<file path="config.mk">
export PLATFORM = sky130hd
export DESIGN_NAME = rfa_reg_bank
export DESIGN_NICKNAME = d
export VERILOG_FILES = /design/src/logic/rfa_pkg.sv /design/src/logic/rfa_reg_bank.sv /design/src/logic/rfa_field_cell.sv
export SDC_FILE = /design/constraint.sdc
export NUM_CORES = 1
export LEC_CHECK = 0
export CAP_MARGIN = 15
export CORE_MARGIN = 2
export CORE_UTILIZATION = 48
export CTS_CLUSTER_SIZE = 16
export DETAILED_ROUTE_END_ITERATION = 10
export DONT_BUFFER_PORTS = 1
export GPL_TIMING_DRIVEN = 0
export PLACE_DENSITY_LB_ADDON = 0.15
export SYNTH_ARGS = -nofsm -noshare
export SYNTH_HDL_FRONTEND = slang
export SYNTH_SLANG_ARGS = --single-unit
</file>
<file path="constraint.sdc">
create_clock -name clk -period 5.6 [get_ports clk]
set_input_delay 0 -clock clk [delete_from_list [all_inputs] [get_ports clk]]
set_output_delay 0 -clock clk [all_outputs]
set_load 0.01 [all_outputs]
</file>
<file path="src/logic/rfa_pkg.sv">
// How it works
// - A clear-on-read field returns its value, then clears after the read.
// - Readable write-one-to-clear: ones clear their bits, zeros leave bits alone.
// - Write-only clear: each one clears its target bit; reads mean nothing.
// - Write-only field acts on writes only; reads may return anything.
// - Every field takes its reset value after any reset.
// - A high:low field spans every bit from low to high inclusive.
package rfa_pkg;

  // Access behaviour of a field cell, one-hot coded.
  typedef enum logic [5:0] {
    RFA_ACC_RC   = 6'h01,
    RFA_ACC_RO   = 6'h02,
    RFA_ACC_RW   = 6'h04,
    RFA_ACC_RW1C = 6'h08,
    RFA_ACC_W1C  = 6'h10,
    RFA_ACC_WO   = 6'h20
  } rfa_acc_e;

  localparam int unsigned DATA_W  = 32;
  localparam int unsigned IDX_W   = 3;
  localparam int unsigned EVT_W   = 16;
  localparam int unsigned STAT_W  = 16;
  localparam int unsigned PEND_W  = 8;
  localparam int unsigned HWRO_W  = 8;

  // Register indices of the bank.
  localparam logic [IDX_W-1:0] IDX_EVT   = 3'h0;
  localparam logic [IDX_W-1:0] IDX_CTRL  = 3'h1;
  localparam logic [IDX_W-1:0] IDX_STAT  = 3'h2;
  localparam logic [IDX_W-1:0] IDX_PCLR  = 3'h3;
  localparam logic [IDX_W-1:0] IDX_CMD   = 3'h4;
  localparam logic [IDX_W-1:0] IDX_INFO  = 3'h5;

  // Control register layout: upper field 31:15, reserved 14:8, lower field 7:0.
  localparam int unsigned CTRL_HI_LSB = 15;
  localparam int unsigned CTRL_HI_MSB = 31;
  localparam int unsigned CTRL_HI_W   = CTRL_HI_MSB - CTRL_HI_LSB + 1;
  localparam int unsigned CTRL_LO_LSB = 0;
  localparam int unsigned CTRL_LO_MSB = 7;
  localparam int unsigned CTRL_LO_W   = CTRL_LO_MSB - CTRL_LO_LSB + 1;
  localparam int unsigned CTRL_RSV_LSB = 8;
  localparam int unsigned CTRL_RSV_MSB = 14;

  // Reset values.
  localparam logic [CTRL_HI_W-1:0] CTRL_HI_RST = 17'h00000;
  localparam logic [CTRL_LO_W-1:0] CTRL_LO_RST = 8'h01;
  localparam logic [DATA_W-1:0]    DATA_ZERO   = 32'h00000000;

  // One software access, taken in a single cycle.
  typedef struct packed {
    logic              rd;
    logic              wr;
    logic [IDX_W-1:0]  idx;
    logic [DATA_W-1:0] wdata;
  } rfa_req_s;

  // Tells whether a field type returns its stored value on a read.
  function automatic logic rfa_readable(input rfa_acc_e acc);
    return (acc == RFA_ACC_RC) || (acc == RFA_ACC_RO) ||
           (acc == RFA_ACC_RW) || (acc == RFA_ACC_RW1C);
  endfunction : rfa_readable

endpackage : rfa_pkg

</file>
<file path="src/logic/rfa_reg_bank.sv">
`timescale 1ns/1ps
`default_nettype none
module rfa_reg_bank (
  input  wire  logic                                 clk,
  input  wire  logic                                 rst,
  input  wire  rfa_pkg::rfa_req_s                    req,
  input  wire  logic [rfa_pkg::EVT_W-1:0]            hw_evt,
  input  wire  logic [rfa_pkg::STAT_W-1:0]           hw_stat,
  input  wire  logic [rfa_pkg::PEND_W-1:0]           hw_pend,
  input  wire  logic [rfa_pkg::HWRO_W-1:0]           hw_ro,
  output logic       [rfa_pkg::DATA_W-1:0]           rdata_q,
  output logic                                       rvalid_q,
  output logic       [rfa_pkg::CTRL_HI_W-1:0]        ctrl_hi,
  output logic       [rfa_pkg::CTRL_LO_W-1:0]        ctrl_lo,
  output logic       [rfa_pkg::STAT_W-1:0]           stat,
  output logic       [rfa_pkg::PEND_W-1:0]           pend,
  output logic       [rfa_pkg::DATA_W-1:0]           cmd_q,
  output logic                                       cmd_stb_q
);

  localparam int unsigned DW = rfa_pkg::DATA_W;
  localparam int unsigned IW = rfa_pkg::HWRO_W + rfa_pkg::PEND_W;

  // Per-register strobes from the index.
  wire sel_evt  = (req.idx == rfa_pkg::IDX_EVT);
  wire sel_ctrl = (req.idx == rfa_pkg::IDX_CTRL);
  wire sel_stat = (req.idx == rfa_pkg::IDX_STAT);
  wire sel_pclr = (req.idx == rfa_pkg::IDX_PCLR);
  wire sel_cmd  = (req.idx == rfa_pkg::IDX_CMD);
  wire sel_info = (req.idx == rfa_pkg::IDX_INFO);
  wire sel_none = !(sel_evt || sel_ctrl || sel_stat || sel_pclr || sel_cmd || sel_info);

  logic [rfa_pkg::EVT_W-1:0]     evt_q;
  logic [rfa_pkg::EVT_W-1:0]     evt_rv;
  logic [rfa_pkg::CTRL_HI_W-1:0] chi_rv;
  logic [rfa_pkg::CTRL_LO_W-1:0] clo_rv;
  logic [rfa_pkg::STAT_W-1:0]    stat_rv;
  logic [rfa_pkg::PEND_W-1:0]    pend_rv;
  logic [DW-1:0]                 cmd_rv;
  logic [IW-1:0]                 info_q;
  logic [IW-1:0]                 info_rv;

  // Clear-on-read event accumulator.
  rfa_field_cell #(.W(rfa_pkg::EVT_W), .ACC(rfa_pkg::RFA_ACC_RC)) u_evt (
    .clk(clk), .rst(rst), .rd(req.rd && sel_evt), .wr(1'b0),
    .wdata(req.wdata[rfa_pkg::EVT_W-1:0]), .hw_set(hw_evt), .hw_val(hw_evt),
    .val_q(evt_q), .rview(evt_rv));

  // Control register, upper field spans 31:15 whole.
  rfa_field_cell #(.W(rfa_pkg::CTRL_HI_W), .ACC(rfa_pkg::RFA_ACC_RW),
                   .RST_VAL(rfa_pkg::CTRL_HI_RST)) u_chi (
    .clk(clk), .rst(rst), .rd(req.rd && sel_ctrl), .wr(req.wr && sel_ctrl),
    .wdata(req.wdata[rfa_pkg::CTRL_HI_MSB:rfa_pkg::CTRL_HI_LSB]),
    .hw_set('0), .hw_val('0), .val_q(ctrl_hi), .rview(chi_rv));

  rfa_field_cell #(.W(rfa_pkg::CTRL_LO_W), .ACC(rfa_pkg::RFA_ACC_RW),
                   .RST_VAL(rfa_pkg::CTRL_LO_RST)) u_clo (
    .clk(clk), .rst(rst), .rd(req.rd && sel_ctrl), .wr(req.wr && sel_ctrl),
    .wdata(req.wdata[rfa_pkg::CTRL_LO_MSB:rfa_pkg::CTRL_LO_LSB]),
    .hw_set('0), .hw_val('0), .val_q(ctrl_lo), .rview(clo_rv));

  // Readable write-one-to-clear status.
  rfa_field_cell #(.W(rfa_pkg::STAT_W), .ACC(rfa_pkg::RFA_ACC_RW1C)) u_stat (
    .clk(clk), .rst(rst), .rd(req.rd && sel_stat), .wr(req.wr && sel_stat),
    .wdata(req.wdata[rfa_pkg::STAT_W-1:0]), .hw_set(hw_stat), .hw_val('0),
    .val_q(stat), .rview(stat_rv));

  // Pending bits cleared through a write-only clear register.
  rfa_field_cell #(.W(rfa_pkg::PEND_W), .ACC(rfa_pkg::RFA_ACC_W1C)) u_pend (
    .clk(clk), .rst(rst), .rd(req.rd && sel_pclr), .wr(req.wr && sel_pclr),
    .wdata(req.wdata[rfa_pkg::PEND_W-1:0]), .hw_set(hw_pend), .hw_val('0),
    .val_q(pend), .rview(pend_rv));

  // Write-only command word.
  rfa_field_cell #(.W(DW), .ACC(rfa_pkg::RFA_ACC_WO)) u_cmd (
    .clk(clk), .rst(rst), .rd(req.rd && sel_cmd), .wr(req.wr && sel_cmd),
    .wdata(req.wdata), .hw_set('0), .hw_val('0), .val_q(cmd_q), .rview(cmd_rv));

  // Read-only view of pending bits and a hardware input; writes are ignored.
  rfa_field_cell #(.W(IW), .ACC(rfa_pkg::RFA_ACC_RO)) u_info (
    .clk(clk), .rst(rst), .rd(req.rd && sel_info), .wr(req.wr && sel_info),
    .wdata(req.wdata[IW-1:0]), .hw_set('0), .hw_val({pend, hw_ro}),
    .val_q(info_q), .rview(info_rv));

  // Read data selection; reserved bits and unmapped indices give zero.
  wire [DW-1:0] ctrl_word = {chi_rv, {(rfa_pkg::CTRL_RSV_MSB - rfa_pkg::CTRL_RSV_LSB + 1){1'b0}},
                             clo_rv};
  wire [DW-1:0] rd_mux =
    sel_evt  ? {{(DW - rfa_pkg::EVT_W){1'b0}}, evt_rv}   :
    sel_ctrl ? ctrl_word                                  :
    sel_stat ? {{(DW - rfa_pkg::STAT_W){1'b0}}, stat_rv} :
    sel_pclr ? {{(DW - rfa_pkg::PEND_W){1'b0}}, pend_rv} :
    sel_cmd  ? cmd_rv                                     :
    sel_info ? {{(DW - IW){1'b0}}, info_rv}               :
               rfa_pkg::DATA_ZERO;

  // Read data and command strobe are registered.
  always_ff @(posedge clk or posedge rst) begin
    if (rst) begin
      rdata_q   <= rfa_pkg::DATA_ZERO;
      rvalid_q  <= 1'b0;
      cmd_stb_q <= 1'b0;
    end else begin
      rdata_q   <= req.rd ? rd_mux : rdata_q;
      rvalid_q  <= req.rd;
      cmd_stb_q <= req.wr && sel_cmd;
    end
  end
endmodule : rfa_reg_bank
`default_nettype wire

</file>
<file path="src/logic/rfa_field_cell.sv">
`timescale 1ns/1ps
`default_nettype none
module rfa_field_cell #(
  parameter int unsigned        W       = 8,
  parameter rfa_pkg::rfa_acc_e  ACC     = rfa_pkg::RFA_ACC_RW,
  parameter logic [W-1:0]       RST_VAL = '0
) (
  input  wire  logic         clk,
  input  wire  logic         rst,
  input  wire  logic         rd,
  input  wire  logic         wr,
  input  wire  logic [W-1:0] wdata,
  input  wire  logic [W-1:0] hw_set,
  input  wire  logic [W-1:0] hw_val,
  output logic       [W-1:0] val_q,
  output logic       [W-1:0] rview
);

  logic [W-1:0] val_d;
  wire          is_w1c  = (ACC == rfa_pkg::RFA_ACC_RW1C) || (ACC == rfa_pkg::RFA_ACC_W1C);
  wire          is_load = (ACC == rfa_pkg::RFA_ACC_RW) || (ACC == rfa_pkg::RFA_ACC_WO);
  wire          is_sets = is_w1c || (ACC == rfa_pkg::RFA_ACC_RC);
  wire  [W-1:0] clr_w1c = (is_w1c && wr) ? wdata : '0;
  wire  [W-1:0] clr_rc  = ((ACC == rfa_pkg::RFA_ACC_RC) && rd) ? '1 : '0;
  wire  [W-1:0] set_hw  = is_sets ? hw_set : '0;

  // Next value: loads for plain fields, tracking for read-only, else clear then set.
  always_comb begin
    if (ACC == rfa_pkg::RFA_ACC_RO) begin
      val_d = hw_val;
    end else if (is_load && wr) begin
      val_d = wdata;
    end else begin
      val_d = (val_q & ~(clr_w1c | clr_rc)) | set_hw;
    end
  end

  // State flops take the documented reset value.
  always_ff @(posedge clk or posedge rst) begin
    if (rst) begin
      val_q <= RST_VAL;
    end else begin
      val_q <= val_d;
    end
  end

  // Write-only types read back as zero.
  assign rview = rfa_pkg::rfa_readable(ACC) ? val_q : '0;

endmodule : rfa_field_cell
`default_nettype wire

</file>
* After elaboration in Yosys (flattened, before gate mapping)
Cells that the tools add are included.
W data, S select, Z words.
** Storage, ports and cells
- Memories kept :: 0
- Output and inout port bits :: 115
- Logic and storage cells :: 39
- ROM bits :: 0
- Bits in latches :: 0
- Bits in writable memories :: 0
- Bits in registers :: 147
** Cells by class
- Bitwise gates (word level) :: 9
- Shifts and indexed selects :: 0
- Div/mod/pow operators :: 0
- Reduce and logical (&&, ||, !) cells :: 6
- Add/subtract/negate cells :: 0
- Muxes and demuxes :: 9
- Eq/ne operators :: 5
- $mul :: 0
- Magnitude comparators :: 0
** Operator list (number)
- $mux W16 :: 6
- $mux W32 :: 2
- $and A16 B16 Y16 :: 2
- $not A16 Y16 :: 2
- $or A16 B16 Y16 :: 2
- $and A8 B8 Y8 :: 1
- $mux W8 :: 1
- $not A8 Y8 :: 1
- $or A8 B8 Y8 :: 1
- $eq A3 B2 Y1 const B :: 2
- $eq A3 B3 Y1 const B :: 2
- $logic_and A1 B1 Y1 :: 5
- $eq A3 B1 Y1 const B :: 1
- $logic_not A3 Y1 :: 1

* Depth between registers and ports, before layout
Gate-level depths: netlist (run 1).
- Word-level depth :: 7
- Mapped depth :: 6
- Depth with buffers taken out :: 3

* By module
Synthesis (run 1) repeated with hierarchy kept, for this count alone.
** Unflattened totals
- Cells, all modules :: 613
- Area, all modules :: 7317.0 um^2
** Modules (own cells, without submodules)
- rfa_reg_bank :: area an instance 2214.6 um^2, cells each 245, times used 1
- rfa_field_cell at u_cmd :: area an instance 1592.8 um^2, cells each 102, times used 1
- rfa_field_cell at u_chi :: area an instance 817.0 um^2, cells each 54, times used 1
- rfa_field_cell at u_stat :: area an instance 735.7 um^2, cells each 67, times used 1
- rfa_field_cell at u_evt :: area an instance 666.9 um^2, cells each 51, times used 1
- rfa_field_cell at u_info :: area an instance 524.3 um^2, cells each 33, times used 1
- rfa_field_cell at u_clo :: area an instance 396.6 um^2, cells each 26, times used 1
- rfa_field_cell at u_pend :: area an instance 369.1 um^2, cells each 35, times used 1

* Worst setup path after synthesis (run 1)
Ideal clock, no wire load.
- Kind :: in2reg
- Start point :: input port req[32] in the netlist's numbering
- End point :: register u_cmd.val_q[10]
- Stages on the path :: 6
- Buffers on the path :: 3
- Path slack :: 4.510 ns
- Arrival time :: 0.965 ns
- Data required time :: 5.475 ns
- Cell sequence :: buf_6 > nor2_1 > and3_1 > buf_6 > buf_6 > mux2_4
** On the way
- Longest elaborated chain between the ends :: 2
** RTL lines
- start, declared :: line rfa_reg_bank.sv:6 : input wire rfa_pkg::rfa_req_s req,
- $eq A3 B3 Y1 :: line rfa_reg_bank.sv:29 : wire sel_cmd = (req.idx == rfa_pkg::IDX_CMD);
- $logic_and A1 B1 Y1 :: line rfa_reg_bank.sv:76 : .clk(clk), .rst(rst), .rd(req.rd && sel_cmd), .wr(req.wr && sel_cmd),
- end signal, assigned :: line rfa_field_cell.sv:43 : val_q <= val_d;
- end, declared :: line rfa_field_cell.sv:15 : output logic [W-1:0] val_q,
Every way passes these cells.
A chain may end at the register's enable or synchronous reset.

* Worst setup path after layout (run 1)
- Start point :: input port req[34] in the netlist's numbering
- End point :: register u_pend.val_q[6]
** On the way
- Longest elaborated chain between the ends :: 6
** RTL lines
- $eq A3 B2 Y1 :: line rfa_reg_bank.sv:28 : wire sel_pclr = (req.idx == rfa_pkg::IDX_PCLR);
- $logic_and A1 B1 Y1 :: line rfa_reg_bank.sv:70 : .clk(clk), .rst(rst), .rd(req.rd && sel_pclr), .wr(req.wr && sel_pclr),
- $mux W8 :: line rfa_field_cell.sv:23 : wire [W-1:0] clr_w1c = (is_w1c && wr) ? wdata : '0;
- $not A8 Y8 :: line rfa_field_cell.sv:34 : val_d = (val_q & ~(clr_w1c | clr_rc)) | set_hw;
- $and A8 B8 Y8 :: line rfa_field_cell.sv:34
- $or A8 B8 Y8 :: line rfa_field_cell.sv:34
- via u_pend.val_d[6] :: line rfa_field_cell.sv:19 : logic [W-1:0] val_d;
- end signal, assigned :: line rfa_field_cell.sv:43
- end, declared :: line rfa_field_cell.sv:15
The timed path passes the listed nets, and every way through them passes these cells.

==> impl_results.md, run 1 <==
- CTS tree: yes
- Largest net degree at the start of global routing: 77
- Share of layout cells above drive strength 1: 23.2%
- Worst slew pin tran: 0.636 ns
- Filler-free cell count of the finished design: 720
- PortBufs: 0
- # IOs: 202
- CP max stage delay: 0.56 ns
- Nets@finish: 626
- CTS Buf Count: 17
- Multi-input logic area: 2110 sq um
- Power Total: 2.69 mW
- Sum of negative setup slack: 0 ns
- Top sig layer: met4
- Die width: 116 um
- CP arrival: 1.66 ns
- Crit end category: flip-flop
- Vias in the first global route: 4272
- WL final: 15.6 mm
- Drt wl/cell: 21.6 um
- WP buf/inv: 3
- Max IR drop VDD: 211 uV
- Via/cell ratio: 5.41
- Die height: 116 um
- Seq. cell area: 3680 sq um
- Number of synthesized register bits: 147
- GPL Wtd Cong: 0.775
- Max clock buf depth: 2
- Starting density of the core: 49.5%
- # setup viols final: 0
- Syn Nets: 500
- H-Tree Depth: 4
- Fin crit share: 24.3%
- Run status: completed
- Slowest CP cell: dlygate4sd3_1
- Overall routing resource usage: 23.9%
- Critical path launch point type: input port
- Synth Area per Inst: 14.5 sq um
- Cells after DPL: 582
- Initial antenna violation count: 0
- Setup WS post-layout: 4.24 ns
- Number of synthesis warnings: 0
- Gr ovfl total: 0
- Postcts setup bufs: 0
- Count of cell types in the netlist: 32
- Post-DP HPWL: 10.3 mm
- CTS sink cnt: 147
- Reg clk slew, reported paths: 0.06 ns
- CP top delay family: buffers and inverters
- Routed wl met2: 7.45 mm
- Critical path, cell by cell: buf_4 > and4b_1 > clkbuf_1 > nand2_1 > a21o_1 > dlygate4sd3_1
- Core Area: 12100 sq um
- Netlist Area Pre-Place: 6000 sq um
- Max frequency: 0.735 GHz
- Max_cap viols: 0
- Fin. Hold Viols: 0
- Root Driver: clkbuf_16
- Commonest non-fill, non-tap cell in the layout: dfrtp_1
- Slew Limit Fails: 0
- Met3 routed WL: 1.35 mm
- Slew headroom: 57.6%
- Drt first pass iters: 6
- M1 wire length: 6.55 mm
- Synth Instances: 413
- Post_cts resized: 0
- Pre-CTS WS: 4.32 ns
- Critical path type: input port to flip-flop
- Crit-path max FO: 10
- RSZ-0062 raised after global routing: no
- Lkg Pwr: 3.20 nW
- # diodes: 0
- DRC violations left: 0
- Hold_ws: 0.0380 ns
- Insertion delay to the later sink of the worst-skew pair: 0.42 ns
- WP data required: 5.90 ns
- Fill count: 914
- Register area share after synthesis: 61.3%
- Row Count: 40
- Min Tclk post-route: 1.36 ns
- Vias: 3893
- Pwr dens: 344 nW/um^2
- Post-route ant nets: 0
- Layout area overhead: 30.7%
- Clk_skew: 0.00731 ns
- Violation count after the first detailed-route iteration: 173
- CTS Hold Bufs: 106
- Min-Delay Path Class: input port to flip-flop
- Most frequent cells in the layout: dfrtp_1 (146), dlygate4sd3_1 (106), mux2_4 (49), a21o_1 (47), nand2_1 (31)
- First-pass GRT wire length: 23.7 mm
- Total die area: 13400 sq um
[cell families after synthesis]
logic type	share of synthesized area (%)
and+or+nand+nor	7.90
buffers and inverters	3.55
muxes	13.8
AOI/OAI and AO/OA	13.5
DFF	61.3
[cells in the mapped netlist]
cell type	n	area share, %
dfrtp_1	146	61
mux2_4	49	12
a21o_1	47	5.9
nand2_1	31	1.9
a211oi_1	18	2.3
a22o_1	16	2.3
buf_2	10	0.83
a22oi_1	9	1.1
buf_6	9	1.7
o31ai_1	9	1.1
mux2_2	8	1.5
nor2_1	8	0.50
a31oi_1	7	0.73
and4bb_2	7	1.5
nand3_1	7	0.58
or3b_1	7	1.0
clkbuf_1	5	0.31
buf_4	4	0.50
and4bb_1	2	0.42
nor3b_2	2	0.42
and3_1	1	0.10
and3b_1	1	0.15
and4b_1	1	0.17
clkbuf_2	1	0.083
dfstp_2	1	0.44
inv_1	1	0.063
inv_2	1	0.063
nand3b_1	1	0.13
nor2b_2	1	0.15
nor3b_4	1	0.31
nor4b_4	1	0.40
nor4bb_1	1	0.17
[path summary, 6_finish.rpt]
path                                  from         endpoint  slack (ns)  cells after the start
setup / recovery                   req[34]  u_pend.val_q[6]        4.24                      6
hold / removal                     req[32]      rdata_q[13]        0.04                      4
setup reg to reg           u_pend.val_q[7]  u_pend.val_q[7]        4.28                      2
hold reg to reg            u_evt.rview[12]  u_evt.rview[12]        0.47                      1
max in group asynchronous              rst   u_clo.rview[4]        4.66                      3
min in group asynchronous              rst         rvalid_q        0.17                      2
[state kept, by name, summed over array words and instances (netlist names), 8 cells and up]
name          flops
u_evt.rview      16
u_pend.val_q      8
rdata_q          32
u_cmd.val_q      32
u_stat.rview     16
u_info.rview     16
u_chi.rview      17
u_clo.rview       8
[routing by layer]
metal  vias up  track usage (%)
met2       175             38.7
met1      1932             29.5
met3        20             9.00
met4         0             8.97
li1       1766                -
met5         -                0
[through the flow]
step	utilization, %	instance area, sq um
floorplan	-	6000
global placement	51.3	6210
detailed placement	51.5	6240
CTS	64.8	7840
global route	64.8	7840
finish	64.8	7840
[final cells by class]
class / instances / area share, %
buffer: 29 / 2.62
clock buffer: 20 / 5.82
clock inverter: 12 / 1.07
inverter: 2 / 0.160
multi-input combinational: 235 / 26.9
sequential: 147 / 46.9
tap: 168 / 2.68
timing repair buffer: 107 / 13.9
[worst register-to-register path, delay by kind of cell, from the launching register on]
| family | cells | cell delay, ns |
|---|---|---|
| buffers and inverters | 1 | 0.57 |
| DFF | 1 | 0.45 |
| AOI/OAI and AO/OA | 1 | 0.18 |
[where the power goes]
group	internal, mW	switching [mW]
clock network	0.588	0.442
logic	0.199	0.111
registers	1.19	0.167
(Power assumes the default switching activity.)
==> run 2, diff against run 1 <==
- clock period: 5.6 -> 1.3 ns (I/O delays scaled with it)
==> impl_results.md, run 2 (synthesis results as in run 1) <==
- # IOs: 202 (unchanged)
- Largest net degree at the start of global routing: 46 (-40%)
- Slew headroom: 59.7% (+2.1 points)
- Worst slew pin tran: 0.602 ns (-0.0341 ns)
- Via/cell ratio: 5.42 (+0.22%)
- Initial antenna violation count: 0 (unchanged)
- Starting density of the core: 49.5% (unchanged)
- Internal: 9.46 mW (+380%)
- Setup WS post-layout: -0.00994 ns (-4.25 ns)
- Worst path depth: 2 (-4)
- Commonest non-fill, non-tap cell in the layout: dfrtp_1
- Die height: 116 um (unchanged)
- Total die area: 13400 sq um (unchanged)
- Max frequency: 0.763 GHz
- Slowest CP cell: dlygate4sd3_1
- WL final: 15.7 mm (+0.53%)
- Failing checks: negative setup slack
- CP arrival: 1.60 ns (-0.06 ns)
- Postcts setup bufs: 0 (unchanged)
- Nets@finish: 625 (-0.16%)
- CP max stage delay: 0.57 ns (about the same)
- Run status: finished with violations
- Root Driver: clkbuf_16
- Hold_ws: 0.0497 ns (+0.0118 ns)
- Row Count: 40 (unchanged)
- # setup viols final: 1 (+1)
- PortBufs: 0 (unchanged)
- GPL Wtd Cong: 0.753 (-2.9%)
- Core Area: 12100 sq um (unchanged)
- Post-DP HPWL: 10.5 mm (+1.3%)
- Critical path launch point type: flip-flop
- Crit-path max FO: 3 (-7)
- # diodes: 0 (unchanged)
- Reg-to-reg critical path startpoint: u_pend.val_q[3]
- Slew Limit Fails: 0 (unchanged)
- Comb power frac: 10.9% (-0.6 points)
- Critical path type: flip-flop to flip-flop
- Overall routing resource usage: 24.2% (+0.27 points)
- RSZ-0062 raised after global routing: yes
- CTS tree: yes
- Final design utilization: 65.9% (+1.1 points)
- Sw Pwr: 3.06 mW (+330%)
- DRC violations left: 0 (unchanged)
- Hold path start: req[32]
- Vias: 3896 (+0.077%)
- Filler-free cell count of the finished design: 719 (-0.14%)
- Clk_skew: 0.00801 ns (+0.000696 ns)
- Switching Share: 24.5% (-2.3 points)
- Max IR drop VDD: 1490 uV (+600%)
- Gr ovfl total: 0 (unchanged)
- Fin crit share: 101%
- Cells after DPL: 584 (+0.34%)
- First-pass GRT wire length: 24.1 mm (+1.6%)
- Critical path, cell by cell: a21o_1 > dlygate4sd3_1
- Min-Delay Path Class: input port to flip-flop
- WP data required: 1.59 ns (-4.31 ns)
- WP buf/inv: 1 (-2)
- R2r worst-path depth: 2 (unchanged)
- Drt wl/cell: 21.8 um (+0.67%)
- Min Tclk post-route: 1.31 ns
- Drt first pass iters: 4 (-2)
- Violation count after the first detailed-route iteration: 178 (+2.9%)
- Crit end category: flip-flop
- Max_cap viols: 0 (unchanged)
- CTS Buf Count: 17 (unchanged)
- Lkg Pwr: 3.27 nW (+2.3%)
- Clk network pwr share: 42.4% (+4.2 points)
- Hold depth: 4 (unchanged)
- Most frequent cells in the layout: dfrtp_1 (134), dlygate4sd3_1 (104), mux2_4 (49), a21o_1 (47), nand2_1 (31)
- Pwr dens: 1570 nW/um^2 (+360%)
- Layout area overhead: 33.0%
- Insertion delay to the later sink of the worst-skew pair: 0.41 ns (about the same)
- Critical Path Start: u_pend.val_q[3]
- CTS sink cnt: 147 (unchanged)
- Share of layout cells above drive strength 1: 25.6% (+2.4 points)
- Post-route ant nets: 0 (unchanged)
- CP top delay family: buffers and inverters
- Final Instance Area: 7980 sq um (+1.7%)
- Reg clk slew, reported paths: 0.06 ns (about the same)
- Post-DP Area: 6270 sq um (+0.50%)
- H-Tree Depth: 4 (unchanged)
- Fin. Hold Viols: 0 (unchanged)
- Power Total: 12.5 mW (+360%)
- Register share of total power: 46.7% (-3.6 points)
- Vias in the first global route: 4260 (-0.28%)
- Max clock buf depth: 2 (unchanged)
- Die width: 116 um (unchanged)
-- run 2: changes by cell type in the layout (fill, tap and decap cells not counted), sizes merged --
cell         previous run  this run
bufinv                  0         5
clkinv                  6         2
clkinvlp                5         3
dlygate4sd3           106       104
buf                    24        25
inv                     3         4
-- run 2: power by group through the flow --
| stage | Combinational, mW | Clock [mW] | Sequential [mW] |
|---|---|---|---|
| after floorplan | 0.933 | 0 | 5.73 |
| after global placement | 1.05 | 0 | 5.90 |
| after detailed placement | 1.10 | 0 | 5.91 |
| after CTS | 1.36 | 5.38 | 5.84 |
| after global routing | 1.48 | 5.65 | 5.92 |
| final | 1.37 | 5.31 | 5.85 |
-- run 2: cell type report --
cell class	count	area, sq um
inverter	2	11.3
clock inverter	12	201
timing repair buffer	107	1100
tap	168	210
clock buffer	20	447
sequential	147	3690
buffer	28	204
fill	859	4140
multi-input combinational	235	2110
-- run 2: repair_timing --
item                                   CTS  global route
gates resized for setup                  0            13
hold buffers                           104             5
setup endpoints to repair                0            18
endpoints found under the hold margin  168             5
-- run 2: through the flow --
step           TNS [ns]  setup WS, ns
3_5_place_dp          0        0.0366
4_1_cts               0        0.0112
5_1_grt         -0.0442       -0.0220
3_3_place_gp    -171.63         -1.18
2_1_floorplan    -79.85        -0.546
6_report       -0.00994      -0.00994
-- run 2: path summary, 6_finish.rpt --
| path | slack (ns) | endpoint |
|---|---|---|
| max | -0.01 | u_pend.val_q[3] |
| min | 0.05 | rdata_q[11] |
| max reg2reg | -0.01 | u_pend.val_q[3] |
| min reg2reg | 0.45 | u_info.rview[9] |
| max in group asynchronous | 0.36 | u_stat.rview[9] |
| min in group asynchronous | 0.09 | u_stat.rview[3] |
-- run 2: tightest hold or removal path: cells and delay by family --
kind	cells	cell delay [ns]
buffers and inverters	1	0.11
AOI/OAI and AO/OA	2	0.18
and+or+nand+nor	1	0.11
-- run 2: routing by layer --
metal / GRT usage [%] / up-vias / routed length, um
li1: - / 1757 / -
met1: 30.6 / 1960 / 6680
met2: 40.2 / 170 / 7680
met3: 8.21 / 9 / 1180
met4: 6.51 / 0 / 112
met5: 0 / - / 0
